### src/inc/interval_timer_defines.vh
// Purpose: Constants for the interval timer with prescaler.
// Assumes: Included by bare name; definitions only.
// Notes: Byte address of a register is four times its index.
`ifndef INTERVAL_TIMER_DEFINES_VH
`define INTERVAL_TIMER_DEFINES_VH

// ----------------------------------------
// Register indices and byte addresses
// ----------------------------------------
`define IDX_COUNT_CONTROL 8'hF2
`define IDX_AUX_CONTROL 8'hF3
`define ADDR_COUNT_CONTROL 12'h3C8
`define ADDR_AUX_CONTROL 12'h3CC
`define APB_ADDR_W 12

// ----------------------------------------
// clock_timer_control fields
// ----------------------------------------
`define CTL_TAP_LSB 0
`define CTL_TAP_MSB 2
`define CTL_CLEAR_BIT 3
`define CTL_WDT_MODE_BIT 4
`define CTL_RC_SELECT_BIT 5
`define CTL_RESET 8'h00

// ----------------------------------------
// Auxiliary control and status fields
// ----------------------------------------
`define AUX_IRQ_FLAG_BIT 0
`define AUX_IRQ_ENABLE_BIT 1
`define AUX_STOP_BIT 2
`define AUX_RC_WDT_BIT 3
`define AUX_XOUT_ENABLE_BIT 4
`define AUX_RESET 8'h00

// ----------------------------------------
// Counts
// ----------------------------------------
`define COUNT_W 8
`define COUNT_RESET 8'h00
`define COUNT_MAX 8'hFF
`define TAP_BASE_SHIFT 3
`define PERIPH_DIV_W 12
`define XOUT_DIV_BIT 1

`endif

### src/design/clock_prescaler.v
// Purpose: Oscillator divider chain with divide-by-two stage and power-of-two taps.
// Assumes: pclk is the oscillator; inputs synchronous.
// Notes: tick[k] pulses once every 2**k oscillator periods while run is high.
`timescale 1ns/100ps
`include "interval_timer_defines.vh"
module clock_prescaler #(
  parameter DIV_W = 12
) (
  // Clock and reset
  input wire pclk,
  input wire presetn,
  // Control
  input wire run,
  input wire restart,
  // Taps
  output wire [DIV_W:0] tick,
  output wire half_phase,
  output wire quarter_clk
);

  reg [DIV_W-1:0] chain;
  reg half;
  genvar k;

  // ----------------------------------------
  // Divide-by-two stage and chain
  // ----------------------------------------
  // Half toggles beside the chain, not ahead of it; both step on each pclk rising edge while run is high
  always @(posedge pclk or negedge presetn) begin
    if (!presetn) begin
      half <= 1'b0;
      chain <= {DIV_W{1'b0}};
    end else if (restart) begin
      half <= 1'b0;
      chain <= {DIV_W{1'b0}};
    end else if (run) begin
      half <= ~half;
      chain <= chain + {{(DIV_W-1){1'b0}}, 1'b1};
    end
  end

  assign tick[0] = run & ~restart;
  generate
    for (k = 1; k <= DIV_W; k = k + 1) begin : g_tap
      assign tick[k] = run & ~restart & (&chain[k-1:0]);
    end
  endgenerate

  assign half_phase = half;
  assign quarter_clk = chain[`XOUT_DIV_BIT];

endmodule // clock_prescaler

### src/design/edge_pulse.v
// Purpose: One-cycle pulse on each rising edge of a level input.
// Assumes: Input is synchronous to pclk.
// Notes: Pulse is suppressed while enable is low.
`timescale 1ns/100ps
module edge_pulse (
  // Clock and reset
  input wire pclk,
  input wire presetn,
  // Level in, pulse out
  input wire enable,
  input wire level_in,
  output wire pulse
);

  reg level_prev;

  always @(posedge pclk or negedge presetn) begin
    if (!presetn) begin
      level_prev <= 1'b0;
    end else begin
      level_prev <= level_in;
    end
  end

  assign pulse = enable & level_in & ~level_prev;

endmodule // edge_pulse

### src/design/interval_timer_prescaler.v
// Purpose: 8-bit free-running interval timer with prescaler, APB slave.
// Assumes: pclk is the oscillator; pins synchronous to pclk.
// Notes: Count and control share one index; read gives count, write sets control.
// Notes: The watchdog counter lives outside; only its tick, its mode bit and rc_wdt_active leave here.
// Notes: With no core inside, stop is requested through the auxiliary register.
// Notes: Stop ends only through the stop_release pin, which wins over a new request.
`timescale 1ns/100ps
`include "interval_timer_defines.vh"
module interval_timer_prescaler #(
  parameter COUNT_W = `COUNT_W,
  parameter DIV_W = `PERIPH_DIV_W
) (
  // Clock and reset
  input wire pclk,
  input wire presetn,
  // APB slave
  input wire psel,
  input wire penable,
  input wire pwrite,
  input wire [`APB_ADDR_W-1:0] paddr,
  input wire [31:0] pwdata,
  output reg [31:0] prdata,
  output reg pready,
  output reg pslverr,
  // Oscillator related pins
  input wire rc_osc_in,
  input wire ext_rc_mode,
  input wire stop_release,
  output reg xout_clk,
  // Timer events and watchdog link
  output reg interval_irq,
  output reg watchdog_tick,
  output reg watchdog_mode,
  output reg rc_wdt_active,
  // Peripheral clock enables
  output reg [DIV_W:0] periph_tick
);

  // ----------------------------------------
  // State
  // ----------------------------------------
  reg [COUNT_W-1:0] interval_count_value;
  reg [2:0] tap_select;
  reg counter_clear_bit;
  reg watchdog_mode_bit;
  reg rc_clock_select;
  reg interval_irq_flag;
  reg interval_irq_enable;
  reg stop_active;
  reg xout_enable;

  wire [DIV_W:0] tick;
  wire half_phase;
  wire quarter_clk;
  wire rc_pulse;
  wire access;
  wire wr_ctl;
  wire wr_aux;
  wire hit_ctl;
  wire hit_aux;
  wire prescale_pulse;
  wire count_pulse;
  wire wrap;
  wire clear_now;
  wire osc_run;
  wire [7:0] aux_read;

  // ----------------------------------------
  // Bus decode
  // ----------------------------------------
  // One wait state so that pready and prdata come from flip-flops.
  // Cost: every access takes three cycles; the gain is no path from
  // paddr to prdata within one cycle.
  // Writes land only at the edge where pready is seen high.
  assign access = psel & penable & pready;
  assign hit_ctl = (paddr == `ADDR_COUNT_CONTROL);
  assign hit_aux = (paddr == `ADDR_AUX_CONTROL);
  assign wr_ctl = access & pwrite & hit_ctl;
  assign wr_aux = access & pwrite & hit_aux;

  assign aux_read = {3'h0, xout_enable, rc_wdt_active, stop_active, interval_irq_enable, interval_irq_flag};

  always @(posedge pclk or negedge presetn) begin
    if (!presetn) begin
      pready <= 1'b0;
      pslverr <= 1'b0;
      prdata <= 32'h00000000;
    end else if (psel && penable && !pready) begin
      pready <= 1'b1;
      pslverr <= ~(hit_ctl | hit_aux);
      if (pwrite || !(hit_ctl || hit_aux)) begin
        prdata <= 32'h00000000;
      end else if (hit_ctl) begin
        // Reading this index shows the count, never the control bits
        prdata <= {{(32-COUNT_W){1'b0}}, interval_count_value};
      end else begin
        prdata <= {24'h000000, aux_read};
      end
    end else begin
      pready <= 1'b0;
      pslverr <= 1'b0;
    end
  end

  // ----------------------------------------
  // Control register
  // ----------------------------------------
  // Whole-byte write only; no read-modify-write is possible here
  always @(posedge pclk or negedge presetn) begin
    if (!presetn) begin
      tap_select <= 3'h0;
      watchdog_mode_bit <= 1'b0;
      rc_clock_select <= 1'b0;
      counter_clear_bit <= 1'b0;
    end else if (wr_ctl) begin
      tap_select <= pwdata[`CTL_TAP_MSB:`CTL_TAP_LSB];
      watchdog_mode_bit <= pwdata[`CTL_WDT_MODE_BIT];
      rc_clock_select <= pwdata[`CTL_RC_SELECT_BIT];
      counter_clear_bit <= pwdata[`CTL_CLEAR_BIT];
    end else if (counter_clear_bit && half_phase) begin
      // Machine cycle is two oscillator periods
      counter_clear_bit <= 1'b0;
    end
  end

  // ----------------------------------------
  // Auxiliary register and stop state
  // ----------------------------------------
  always @(posedge pclk or negedge presetn) begin
    if (!presetn) begin
      interval_irq_enable <= 1'b0;
      xout_enable <= 1'b0;
      stop_active <= 1'b0;
    end else begin
      if (wr_aux) begin
        interval_irq_enable <= pwdata[`AUX_IRQ_ENABLE_BIT];
        xout_enable <= pwdata[`AUX_XOUT_ENABLE_BIT];
      end
      if (stop_release) begin
        stop_active <= 1'b0;
      end else if (wr_aux && pwdata[`AUX_STOP_BIT]) begin
        stop_active <= 1'b1;
      end
    end
  end

  // ----------------------------------------
  // Interval interrupt flag
  // ----------------------------------------
  // Set wins over a software clear in the same cycle,
  // so an overflow is never lost to a late acknowledge
  always @(posedge pclk or negedge presetn) begin
    if (!presetn) begin
      interval_irq_flag <= 1'b0;
    end else if (wrap) begin
      interval_irq_flag <= 1'b1;
    end else if (wr_aux && pwdata[`AUX_IRQ_FLAG_BIT]) begin
      interval_irq_flag <= 1'b0;
    end
  end

  // ----------------------------------------
  // Prescaler and RC source
  // ----------------------------------------
  // Stop halts the system oscillator chain and all peripheral clocks
  assign osc_run = ~stop_active;
  assign clear_now = wr_ctl & pwdata[`CTL_CLEAR_BIT];

  clock_prescaler #(
    .DIV_W(DIV_W)
  ) u_prescaler (
    .pclk(pclk),
    .presetn(presetn),
    .run(osc_run),
    .restart(clear_now),
    .tick(tick),
    .half_phase(half_phase),
    .quarter_clk(quarter_clk)
  );

  // RC source keeps running in stop, so RC watchdog mode survives.
  // Limitation: the RC level is sampled by pclk, so RC edges
  // closer than two pclk periods are merged.
  edge_pulse u_rc_edge (
    .pclk(pclk),
    .presetn(presetn),
    .enable(rc_clock_select),
    .level_in(rc_osc_in),
    .pulse(rc_pulse)
  );

  assign prescale_pulse = tick[`TAP_BASE_SHIFT + tap_select];
  assign count_pulse = rc_clock_select ? rc_pulse : prescale_pulse;
  assign wrap = count_pulse & ~clear_now & (interval_count_value == `COUNT_MAX);

  // ----------------------------------------
  // Interval counter
  // ----------------------------------------
  // No enable from software: only clear and the source clock affect it.
  // Clear wins over a count pulse in the same cycle, so the first
  // period after a clear is a full one when the prescaler is the source.
  always @(posedge pclk or negedge presetn) begin
    if (!presetn) begin
      interval_count_value <= `COUNT_RESET;
    end else if (clear_now) begin
      interval_count_value <= `COUNT_RESET;
    end else if (count_pulse) begin
      interval_count_value <= interval_count_value + {{(COUNT_W-1){1'b0}}, 1'b1};
    end
  end

  // ----------------------------------------
  // Registered outputs
  // ----------------------------------------
  // Every output leaves from a flip-flop, one cycle behind its source.
  // Consumers of watchdog_tick see it one cycle after the wrap.
  always @(posedge pclk or negedge presetn) begin
    if (!presetn) begin
      interval_irq <= 1'b0;
      watchdog_tick <= 1'b0;
      watchdog_mode <= 1'b0;
      rc_wdt_active <= 1'b0;
      periph_tick <= {(DIV_W+1){1'b0}};
      xout_clk <= 1'b0;
    end else begin
      interval_irq <= interval_irq_flag & interval_irq_enable;
      // One tick per overflow, so the watchdog period is (compare+1) overflows
      watchdog_tick <= wrap;
      watchdog_mode <= watchdog_mode_bit;
      rc_wdt_active <= stop_active & rc_clock_select;
      periph_tick <= tick;
      xout_clk <= ext_rc_mode & xout_enable & osc_run & quarter_clk;
    end
  end

endmodule // interval_timer_prescaler

### config.mk
export PLATFORM = sky130hd
export DESIGN_NAME = interval_timer_prescaler
export DESIGN_NICKNAME = d
export VERILOG_FILES = /design/src/design/clock_prescaler.v /design/src/design/edge_pulse.v /design/src/design/interval_timer_prescaler.v
export VERILOG_INCLUDE_DIRS = /design/src /design/src/inc
export SDC_FILE = /design/constraint.sdc
export NUM_CORES = 1
export LEC_CHECK = 0
export BUFFER_PORTS_ARGS = -buffer_cell sky130_fd_sc_hd__buf_2
export CAP_MARGIN = 30
export CORE_MARGIN = 2
export CORE_UTILIZATION = 50
export DETAILED_ROUTE_END_ITERATION = 16
export PLACE_DENSITY = 0.76
export SETUP_SLACK_MARGIN = 0.4
export SYNTH_ARGS = -nofsm -noshare
export SYNTH_HDL_FRONTEND = slang
export SYNTH_HIERARCHICAL = 1
export SYNTH_SLANG_ARGS = --single-unit
export TNS_END_PERCENT = 30
### constraint.sdc
create_clock -name pclk -period 3.7 [get_ports pclk]
set_clock_uncertainty 0.1 [all_clocks]
set_input_delay 0.74 -clock pclk [delete_from_list [all_inputs] [get_ports pclk]]
set_output_delay 0.74 -clock pclk [all_outputs]
set_load 0.01 [all_outputs]
==> flow_summary.ini, run 1 <==
[sta]
rsz0062_at_grt = false
finalCriticalPeriod_ns = 3.01
fin_ws_ns = 0.685
slew-limit-headroom_pct = 56.3
timing.hold.ws_ns = 0.275
fmax_mhz = 332
setup_viol = 0
fin_crit_sh_pct = 81.5
slew_violations = 0
worstMarginPinSlew_ns = 0.656
finalHoldViolCount = 0
setup_tns_ns = 0

[floorplanning]
pin_count = 104
dieArea_mm2 = 0.00641
die_h_um = 80.1
die_x_um = 80.1
rows = 27
initial_utilization_pct = 52.2
fp.coreArea_mm2 = 0.00554

[cells_and_area]
final_common_cell = dfrtp_1
fill_cells = 477
finalInstanceArea_mm2 = 0.00338
drive_above_1_share_pct = 25.8
area_growth_pct = 16.7
nets = 386
fin_cells = 405
layout_common_cells = 58 x dfrtp_1, 53 x buf_2, 24 x conb_1
antenna_cells = 0
final_util_pct = 61.0

[worst_setup_path]
critPathKind = input pin to flip-flop
end_kind = flip-flop
critPathLaunchType = input pin
critPathMaxFanout = 9
worst_ep_required_time_ns = 3.82
crit_arrival_ns = 3.13

[route]
wire_per_inst_um = 14.2
wl_um = 5770
initialDrtViolationCount = 120
drc = 0
drtPass1Iterations = 4
vias = 2119
drt.antenna.violating_nets = 0
avgViaCountPerCell = 5.23

[global_route]
grt_pass1_wl_um = 9540
antenna_found_initial = 0
grt_start_max_net_pins = 31
grt_pass1_vias = 2052
grtUsageTotal_pct = 19.9
grt-ovfl-total = 0
grt.busiest_layer = met2
gr-usage-met2_pct = 33.4
grt_util_met3_pct = 7.87
grt_util_met1_pct = 22.6

[synthesis]
synth.cell_area_mm2 = 0.00289
synth_cells = 267
synth_warnings = 6
syn_area_per_cell_um2 = 10.8

[clocking]
clkLatencyLatePin_ns = 0.34
cts_setup_buffers = 0
cts_tree = yes
numCtsBuffers = 9
cts.path.max_buffers = 2
cts_max_level = 3
clockRootBuffer = clkbuf_8
clock-sinks = 58
clkTransAtPathRegs_ns = 0.07

[power]
power_mw = 1.40
power_leakage_nw = 1.73
vdd_ir_drop_max_v = 0.000330
power.density_mw_per_mm2 = 416

[placement]
dp_cells = 389
hpwl_um = 4180
routabilityCongestion = 0.831
io_buffers = 53
dp_worst_setup_slack_ns = 0.271
place_area_mm2 = 0.00319

[run]
drv_cap = 0

[worst_hold_path]
worstHoldPathType = flip-flop to flip-flop

[run_status]
outcome = finished, final reports clean
==> final cells by class <==
class | count | area [µm²] | share of cell area (%)
clock buffers | 14 | 173 | 5.11
clock inverters | 2 | 10.0 | 0.296
inverters | 9 | 33.8 | 1.00
multi-input cells | 191 | 1310 | 38.8
flip-flops and latches | 58 | 1450 | 43.0
well taps | 72 | 90.1 | 2.67
repair buffers | 59 | 310 | 9.19
==> worst max-delay path, stage by stage <==
cell,delay [ns]
buf_2,0.10
nor4bb_2,0.32
nand3_1,0.20
nor4_4,0.22
nand2b_4,0.21
nor2_1,0.08
and3_1,0.21
mux4_2,0.50
o22ai_4,0.17
buf_4,0.18
nor4_1,0.07
mux2i_1,0.12
==> where the power goes <==
part / switching [mW] / internal (mW)
Clock: 0.236 / 0.296
Combinational: 0.0853 / 0.0572
Sequential: 0.0519 / 0.678
==> path summary, 6_finish.rpt <==
check | start | to | slack [ns] | cells after the start
worst min register to register | watchdog_mode_bit$_DFFE_PN0P_ | watchdog_mode$_DFF_PN0_ | 0.28 | 0
max in group asynchronous | presetn | u_prescaler/chain[9]$_DFFE_PN0P_ | 2.35 | 2
worst min-delay path | watchdog_mode_bit$_DFFE_PN0P_ | watchdog_mode$_DFF_PN0_ | 0.28 | 0
worst max register to register | u_prescaler/chain[0]$_DFFE_PN0P_ | interval_count_value[3]$_DFFE_PN0P_ | 0.76 | 10
worst max-delay path | paddr[11] | interval_count_value[6]$_DFFE_PN0P_ | 0.69 | 12
min in group asynchronous | presetn | pready$_DFF_PN0_ | 0.33 | 1
==> layer usage <==
layer / vias up / routed length, µm
li1: 1037 / -
met1: 1023 / 2400
met2: 45 / 2970
met3: 14 / 278
met4: 0 / 126
met5: - / 0
==> sequential cells by signal, indices dropped and copies added, names as in the netlist, 3 cells and up <==
register / cells
interval_count_value: 8
periph_tick: 13
u_prescaler/chain: 12
tap_select: 3
prdata: 8
==> repair_timing <==
action	4_1_cts	5_1_grt
gates resized for setup	0	2
setup endpoints to repair	0	6
hold buffers	0	0
No activity file was read; power rests on OpenSTA's default activity.
==> run 2: changes to the inputs <==
- CORE_UTILIZATION: 50 -> 45
- PLACE_DENSITY: 0.76 -> 0.72
- clock period: 3.7 -> 2.74 ns (I/O delays scaled with it)
==> run 2 against run 1 <==
Net effect:
- global-route usage down 0.73 points
- die area is 11% higher
- core utilization decreased by 1.0 points
- combinational power rose by 85%
- power is 50% higher
- setup slack got worse by 0.68 ns
- non-clock buffer count grew 30
- sequential power is 33% higher
- first-iteration DRC count rose by 0.83%
- final cell count up 8.6%
- worst hold slack lost 0.072 ns
- largest power group unchanged
- highest routed layer unchanged
==> flow_summary.ini, run 2 (synthesized netlist as in run 1, its figures left out) <==
[floorplanning]
die_x_um = 84.2
rows = 29
fp.coreArea_mm2 = 0.00628
initial_utilization_pct = 46.1
pin_count = 104
dieArea_mm2 = 0.00709
die_h_um = 84.2

[global_route]
antenna_found_initial = 0
grtUsageTotal_pct = 19.2
grt_pass1_wl_um = 10800
grt_start_max_net_pins = 38
grt_pass1_vias = 2299
grt-ovfl-total = 0

[sta]
finalCriticalPeriod_ns = 2.73
fin_crit_sh_pct = 99.8
timing.hold.ws_ns = 0.203
slew_violations = 0
rsz0062_at_grt = true
fmax_mhz = 366
fin_ws_ns = 0.00556
finalHoldViolCount = 0
slew-limit-headroom_pct = 45.1
setup_viol = 0
worstMarginPinSlew_ns = 0.823

[worst_setup_path]
reg2reg_to = interval_count_value[5]$_DFFE_PN0P_
worst_ep_required_time_ns = 2.90
worstRegToRegCells = 10
r2r_slack_ns = 0.03
max_stage_delay_ns = 0.50
critPathLaunchType = input pin
r2r_start = u_prescaler/chain[0]$_DFFE_PN0P_
path_cells = buf_6, nor4bb_4, nand3_2, nor4_4, nand2b_4, inv_4, and2_1, mux4_2, o22ai_4, or3b_4, mux2i_1
cp.depth = 11
critPathTopFamily = simple AND/OR/NAND/NOR gates
critPathMaxFanout = 6
path_buf_inv = 2
startpoint = paddr[11]
slowest_stage = mux4_2
crit_arrival_ns = 2.90
end_kind = flip-flop
crit_end = interval_count_value[0]$_DFFE_PN0P_
critPathKind = input pin to flip-flop

[power]
power_mw = 2.11
p_clk_share_pct = 41.4
pwr-share-seq_pct = 46.2
power_leakage_nw = 1.93
p_switching_mw = 0.552
p_comb_share_pct = 12.4
power.density_mw_per_mm2 = 561
switching_share_pct = 26.2
p_int_mw = 1.56
vdd_ir_drop_max_v = 0.000364

[worst_hold_path]
worstHoldPathType = input pin to async pin

[clocking]
clkTransAtPathRegs_ns = 0.07
cts_max_level = 3
cts_hold_buf = 0
clock-sinks = 58
numCtsBuffers = 9
clockRootBuffer = clkbuf_8
cts.path.max_buffers = 2
cts_tree = yes
clkLatencyLatePin_ns = 0.34

[cells_and_area]
layout_common_cells = 58 x dfrtp_1, 49 x buf_2, 34 x buf_4
multi_input_area_mm2 = 0.00139
area_growth_pct = 30.0
top_register = periph_tick
final_util_pct = 59.9
fin_cells = 440
nets = 416
largest_reg_flops = 13
final_common_cell = dfrtp_1
fill_cells = 512
antenna_cells = 0
ff_latch_area_mm2 = 0.00145
drive_above_1_share_pct = 35.5
reg_top3 = periph_tick x13, u_prescaler/chain x12

[route]
drt.antenna.violating_nets = 0
drtPass1Iterations = 4
initialDrtViolationCount = 121
avgViaCountPerCell = 5.20
wire_per_inst_um = 14.6
vias = 2288
drc = 0
wl_um = 6420

[placement]
dp_cells = 420
routabilityCongestion = 0.771
dp_worst_setup_slack_ns = -0.449
hpwl_um = 4640
io_buffers = 53

[run]
drv_cap = 0

[run_status]
outcome = finished, final reports clean
-- run 2: changes by cell type in the layout (fill, tap and decap cells not counted), moves of 2 or more --
cell	delta
clkbuf_8	-2
nor4_2	+3
buf_4	+28
nor4bb_4	+2
buf_6	+6
nor4_1	-3
buf_2	-4
bufinv_16	+2
-- run 2: final cells by class --
| cell class | instances | share of cell area [%] |
|---|---|---|
| Sequential cell | 58 | 38.6 |
| Timing Repair Buffer | 89 | 15.1 |
| Clock buffer | 11 | 3.76 |
| Tap cell | 77 | 2.56 |
| Inverter | 9 | 0.965 |
| Multi-Input combinational cell | 191 | 37.0 |
| Clock inverter | 5 | 2.06 |
-- run 2: per-stage QoR --
step / cell area [µm²] / TNS (ns)
detailed placement: 3430 / -3.94
floorplan: 3050 / -1.71
finish: 3760 / 0
global route: 3760 / -1.26
global placement: 3430 / -3.67
CTS: 3720 / 0
-- run 2: layer usage --
layer	part of all wire (%)	track usage [%]	vias up
met3	5.5	5.21	9
met5	0	0	-
met4	1.3	7.04	0
met1	43	23.8	1120
li1	-	-	1096
met2	51	32.3	63
-- run 2: what timing repair did --
item,in CTS,in global routing
pin swaps,1,1
setup endpoints to repair,10,10
buffers inserted,2,2
resized for setup,12,4
-- run 2: power by group through the flow --
| stage | clock [mW] | combinational [mW] | sequential, mW |
|---|---|---|---|
| 6_report | 0.874 | 0.262 | 0.974 |
| 5_1_grt | 0.932 | 0.294 | 0.981 |
| 4_1_cts | 0.888 | 0.258 | 0.972 |
| 3_5_place_dp | 0 | 0.247 | 0.987 |
| 3_3_place_gp | 0 | 0.235 | 0.982 |
| 2_1_floorplan | 0 | 0.140 | 0.994 |
-- run 2: worst min path at each step --
stage                                           to  slack, ns                           from
2_1_floorplan  interval_count_value[0]$_DFFE_PN0P_       0.15                        presetn
3_3_place_gp               watchdog_mode$_DFF_PN0_       0.26  watchdog_mode_bit$_DFFE_PN0P_
3_5_place_dp               watchdog_mode$_DFF_PN0_       0.27  watchdog_mode_bit$_DFFE_PN0P_
4_1_cts                    watchdog_mode$_DFF_PN0_       0.22                        presetn
5_1_grt             u_rc_edge/level_prev$_DFF_PN0_       0.24                      rc_osc_in
6_report                   watchdog_mode$_DFF_PN0_       0.20                        presetn
==> run 3: changes to the inputs <==
- CELL_PAD_IN_SITES_DETAIL_PLACEMENT: not set -> 1
- CELL_PAD_IN_SITES_GLOBAL_PLACEMENT: not set -> 1
- CORE_ASPECT_RATIO: not set -> 1.75
- CORE_UTILIZATION: 45 -> 34
==> run 3 against run 2 <==
Net effect:
- cell area rose by 5.5%
- sequential power grew 2%
- maximum frequency shrank 0.57%
- clock power grew 12%
- first-iteration DRC count shrank 32%
- the run now ends with setup timing left
- setup slack got worse by 0.016 ns
- worst hold slack lost 0.086 ns
==> flow_summary.ini, run 3 (synthesized netlist as in run 1, its figures left out) <==
[run_status]
outcome = finished, violations left
failed_checks = setup timing

[power]
pwr-share-seq_pct = 43.9
p_switching_mw = 0.628
p_int_mw = 1.63
p_clk_share_pct = 43.5
power_mw = 2.26
switching_share_pct = 27.8
p_comb_share_pct = 12.6
power.density_mw_per_mm2 = 568
vdd_ir_drop_max_v = 0.000365
power_leakage_nw = 2.00

[sta]
worstMarginPinSlew_ns = 0.585
slew-limit-headroom_pct = 61.0
finalCriticalPeriod_ns = 2.75
setup_tns_ns = -0.0100
fin_ws_ns = -0.0100
rsz0062_at_grt = true
timing.hold.ws_ns = 0.118
slew_violations = 0
fmax_mhz = 364
fin_crit_sh_pct = 100
setup_viol = 1
finalHoldViolCount = 0

[worst_setup_path]
crit_arrival_ns = 2.90
critPathKind = input pin to flip-flop
critPathLaunchType = input pin
critPathMaxFanout = 4
end_kind = flip-flop
worst_ep_required_time_ns = 2.89

[route]
wire_per_inst_um = 17.8
avgViaCountPerCell = 5.20
drt.antenna.violating_nets = 0
drtPass1Iterations = 4
vias = 2397
wl_met3_um = 345
wl_met1_um = 2610
initialDrtViolationCount = 82
wl_met2_um = 4960
drc = 0
wl_um = 8210
maxUsedRoutingLayer = met4

[clocking]
clock-sinks = 58
cts_hold_buf = 0
clkLatencyLatePin_ns = 0.33
numCtsBuffers = 9
clockRootBuffer = clkbuf_16
cts_max_level = 3
cts_tree = yes
cts.path.max_buffers = 2
clkTransAtPathRegs_ns = 0.05

[floorplanning]
pin_count = 104
rows = 44
dieArea_mm2 = 0.00929
fp.coreArea_mm2 = 0.00826
initial_utilization_pct = 35.0
die_x_um = 73.7
die_h_um = 126

[global_route]
antenna_found_initial = 0
grt_pass1_wl_um = 12700
grt-ovfl-total = 0
grtUsageTotal_pct = 18.3
grt_start_max_net_pins = 37
grt_pass1_vias = 2650

[run]
drv_cap = 0

[placement]
io_buffers = 53
dp_worst_setup_slack_ns = -0.432
dp_cells = 437
hpwl_um = 5910
routabilityCongestion = 0.840
place_area_mm2 = 0.00348

[cells_and_area]
drive_above_1_share_pct = 39.3
antenna_cells = 0
largest_reg_flops = 13
layout_common_cells = 58 x dfrtp_1, 49 x buf_2, 38 x buf_4
fin_cells = 461
finalInstanceArea_mm2 = 0.00397
area_growth_pct = 37.2
reg_top3 = periph_tick x13, u_prescaler/chain x12
final_common_cell = dfrtp_1
nets = 423
final_util_pct = 48.0
top_register = periph_tick

[worst_hold_path]
worstHoldPathType = input pin to async pin
## run 3: changes by cell type in the layout (fill, tap and decap cells not counted), sizes merged
cell,delta
clkinvlp,+1
clkinv,+2
buf,+7
clkbuf,-2
bufinv,-2
## run 3: path summary, 6_finish.rpt
path,startpoint,endpoint,slack [ns],cells past startpoint
max,paddr[6],interval_count_value[7]$_DFFE_PN0P_,-0.01,13
min,presetn,pready$_DFF_PN0_,0.12,1
max reg2reg,pready$_DFF_PN0_,interval_count_value[7]$_DFFE_PN0P_,-0.01,11
min reg2reg,watchdog_mode_bit$_DFFE_PN0P_,watchdog_mode$_DFF_PN0_,0.28,0
max in group asynchronous,presetn,periph_tick[11]$_DFF_PN0_,1.82,2
min in group pclk,rc_osc_in,u_rc_edge/level_prev$_DFF_PN0_,0.25,1
## run 3: power groups by stage
stage               Sequential, mW  Clock (mW)  Combinational, mW
finish                       0.990       0.981              0.284
global route                 0.995        1.03              0.314
CTS                          0.984        1.00              0.272
detailed placement           0.994           0              0.257
global placement             0.993           0              0.240
floorplan                    0.994           0              0.140
## run 3: repair_timing
| item | 4_1_cts | 5_1_grt |
|---|---|---|
| endpoints found under the setup margin | 10 | 10 |
| setup buffers | 7 | 2 |
| resized for setup | 20 | 12 |
| gates cloned | 0 | 0 |
| pin swaps | 7 | 6 |
## run 3: cell type report
| type | instances | area (µm²) |
|---|---|---|
| clock buffer | 9 | 225 |
| clock inverter | 6 | 35.0 |
| multi-input combinational | 191 | 1460 |
| fill | 915 | 4290 |
| timing repair buffer | 96 | 641 |
| sequential | 58 | 1450 |
| tap | 92 | 115 |
| inverter | 9 | 38.8 |
## run 3: critical path, cell delays in order
cell and delay (ns):
buf_2 0.10, nor4bb_4 0.16, nand3_2 0.10, nor4_4 0.05
nand2b_4 0.20, buf_6 0.14, nor4_4 0.23, and2_1 0.22
a41o_1 0.26, nor4_4 0.06, buf_4 0.17, or4_1 0.50
a21oi_1 0.16
## run 3: metal layers
metal  vias to the layer above  global-route usage [%]
met1                      1194                    15.7
li1                       1103                       -
met5                         -                       0
met2                        74                    36.2
met3                        26                    3.44
met4                         0                    10.4
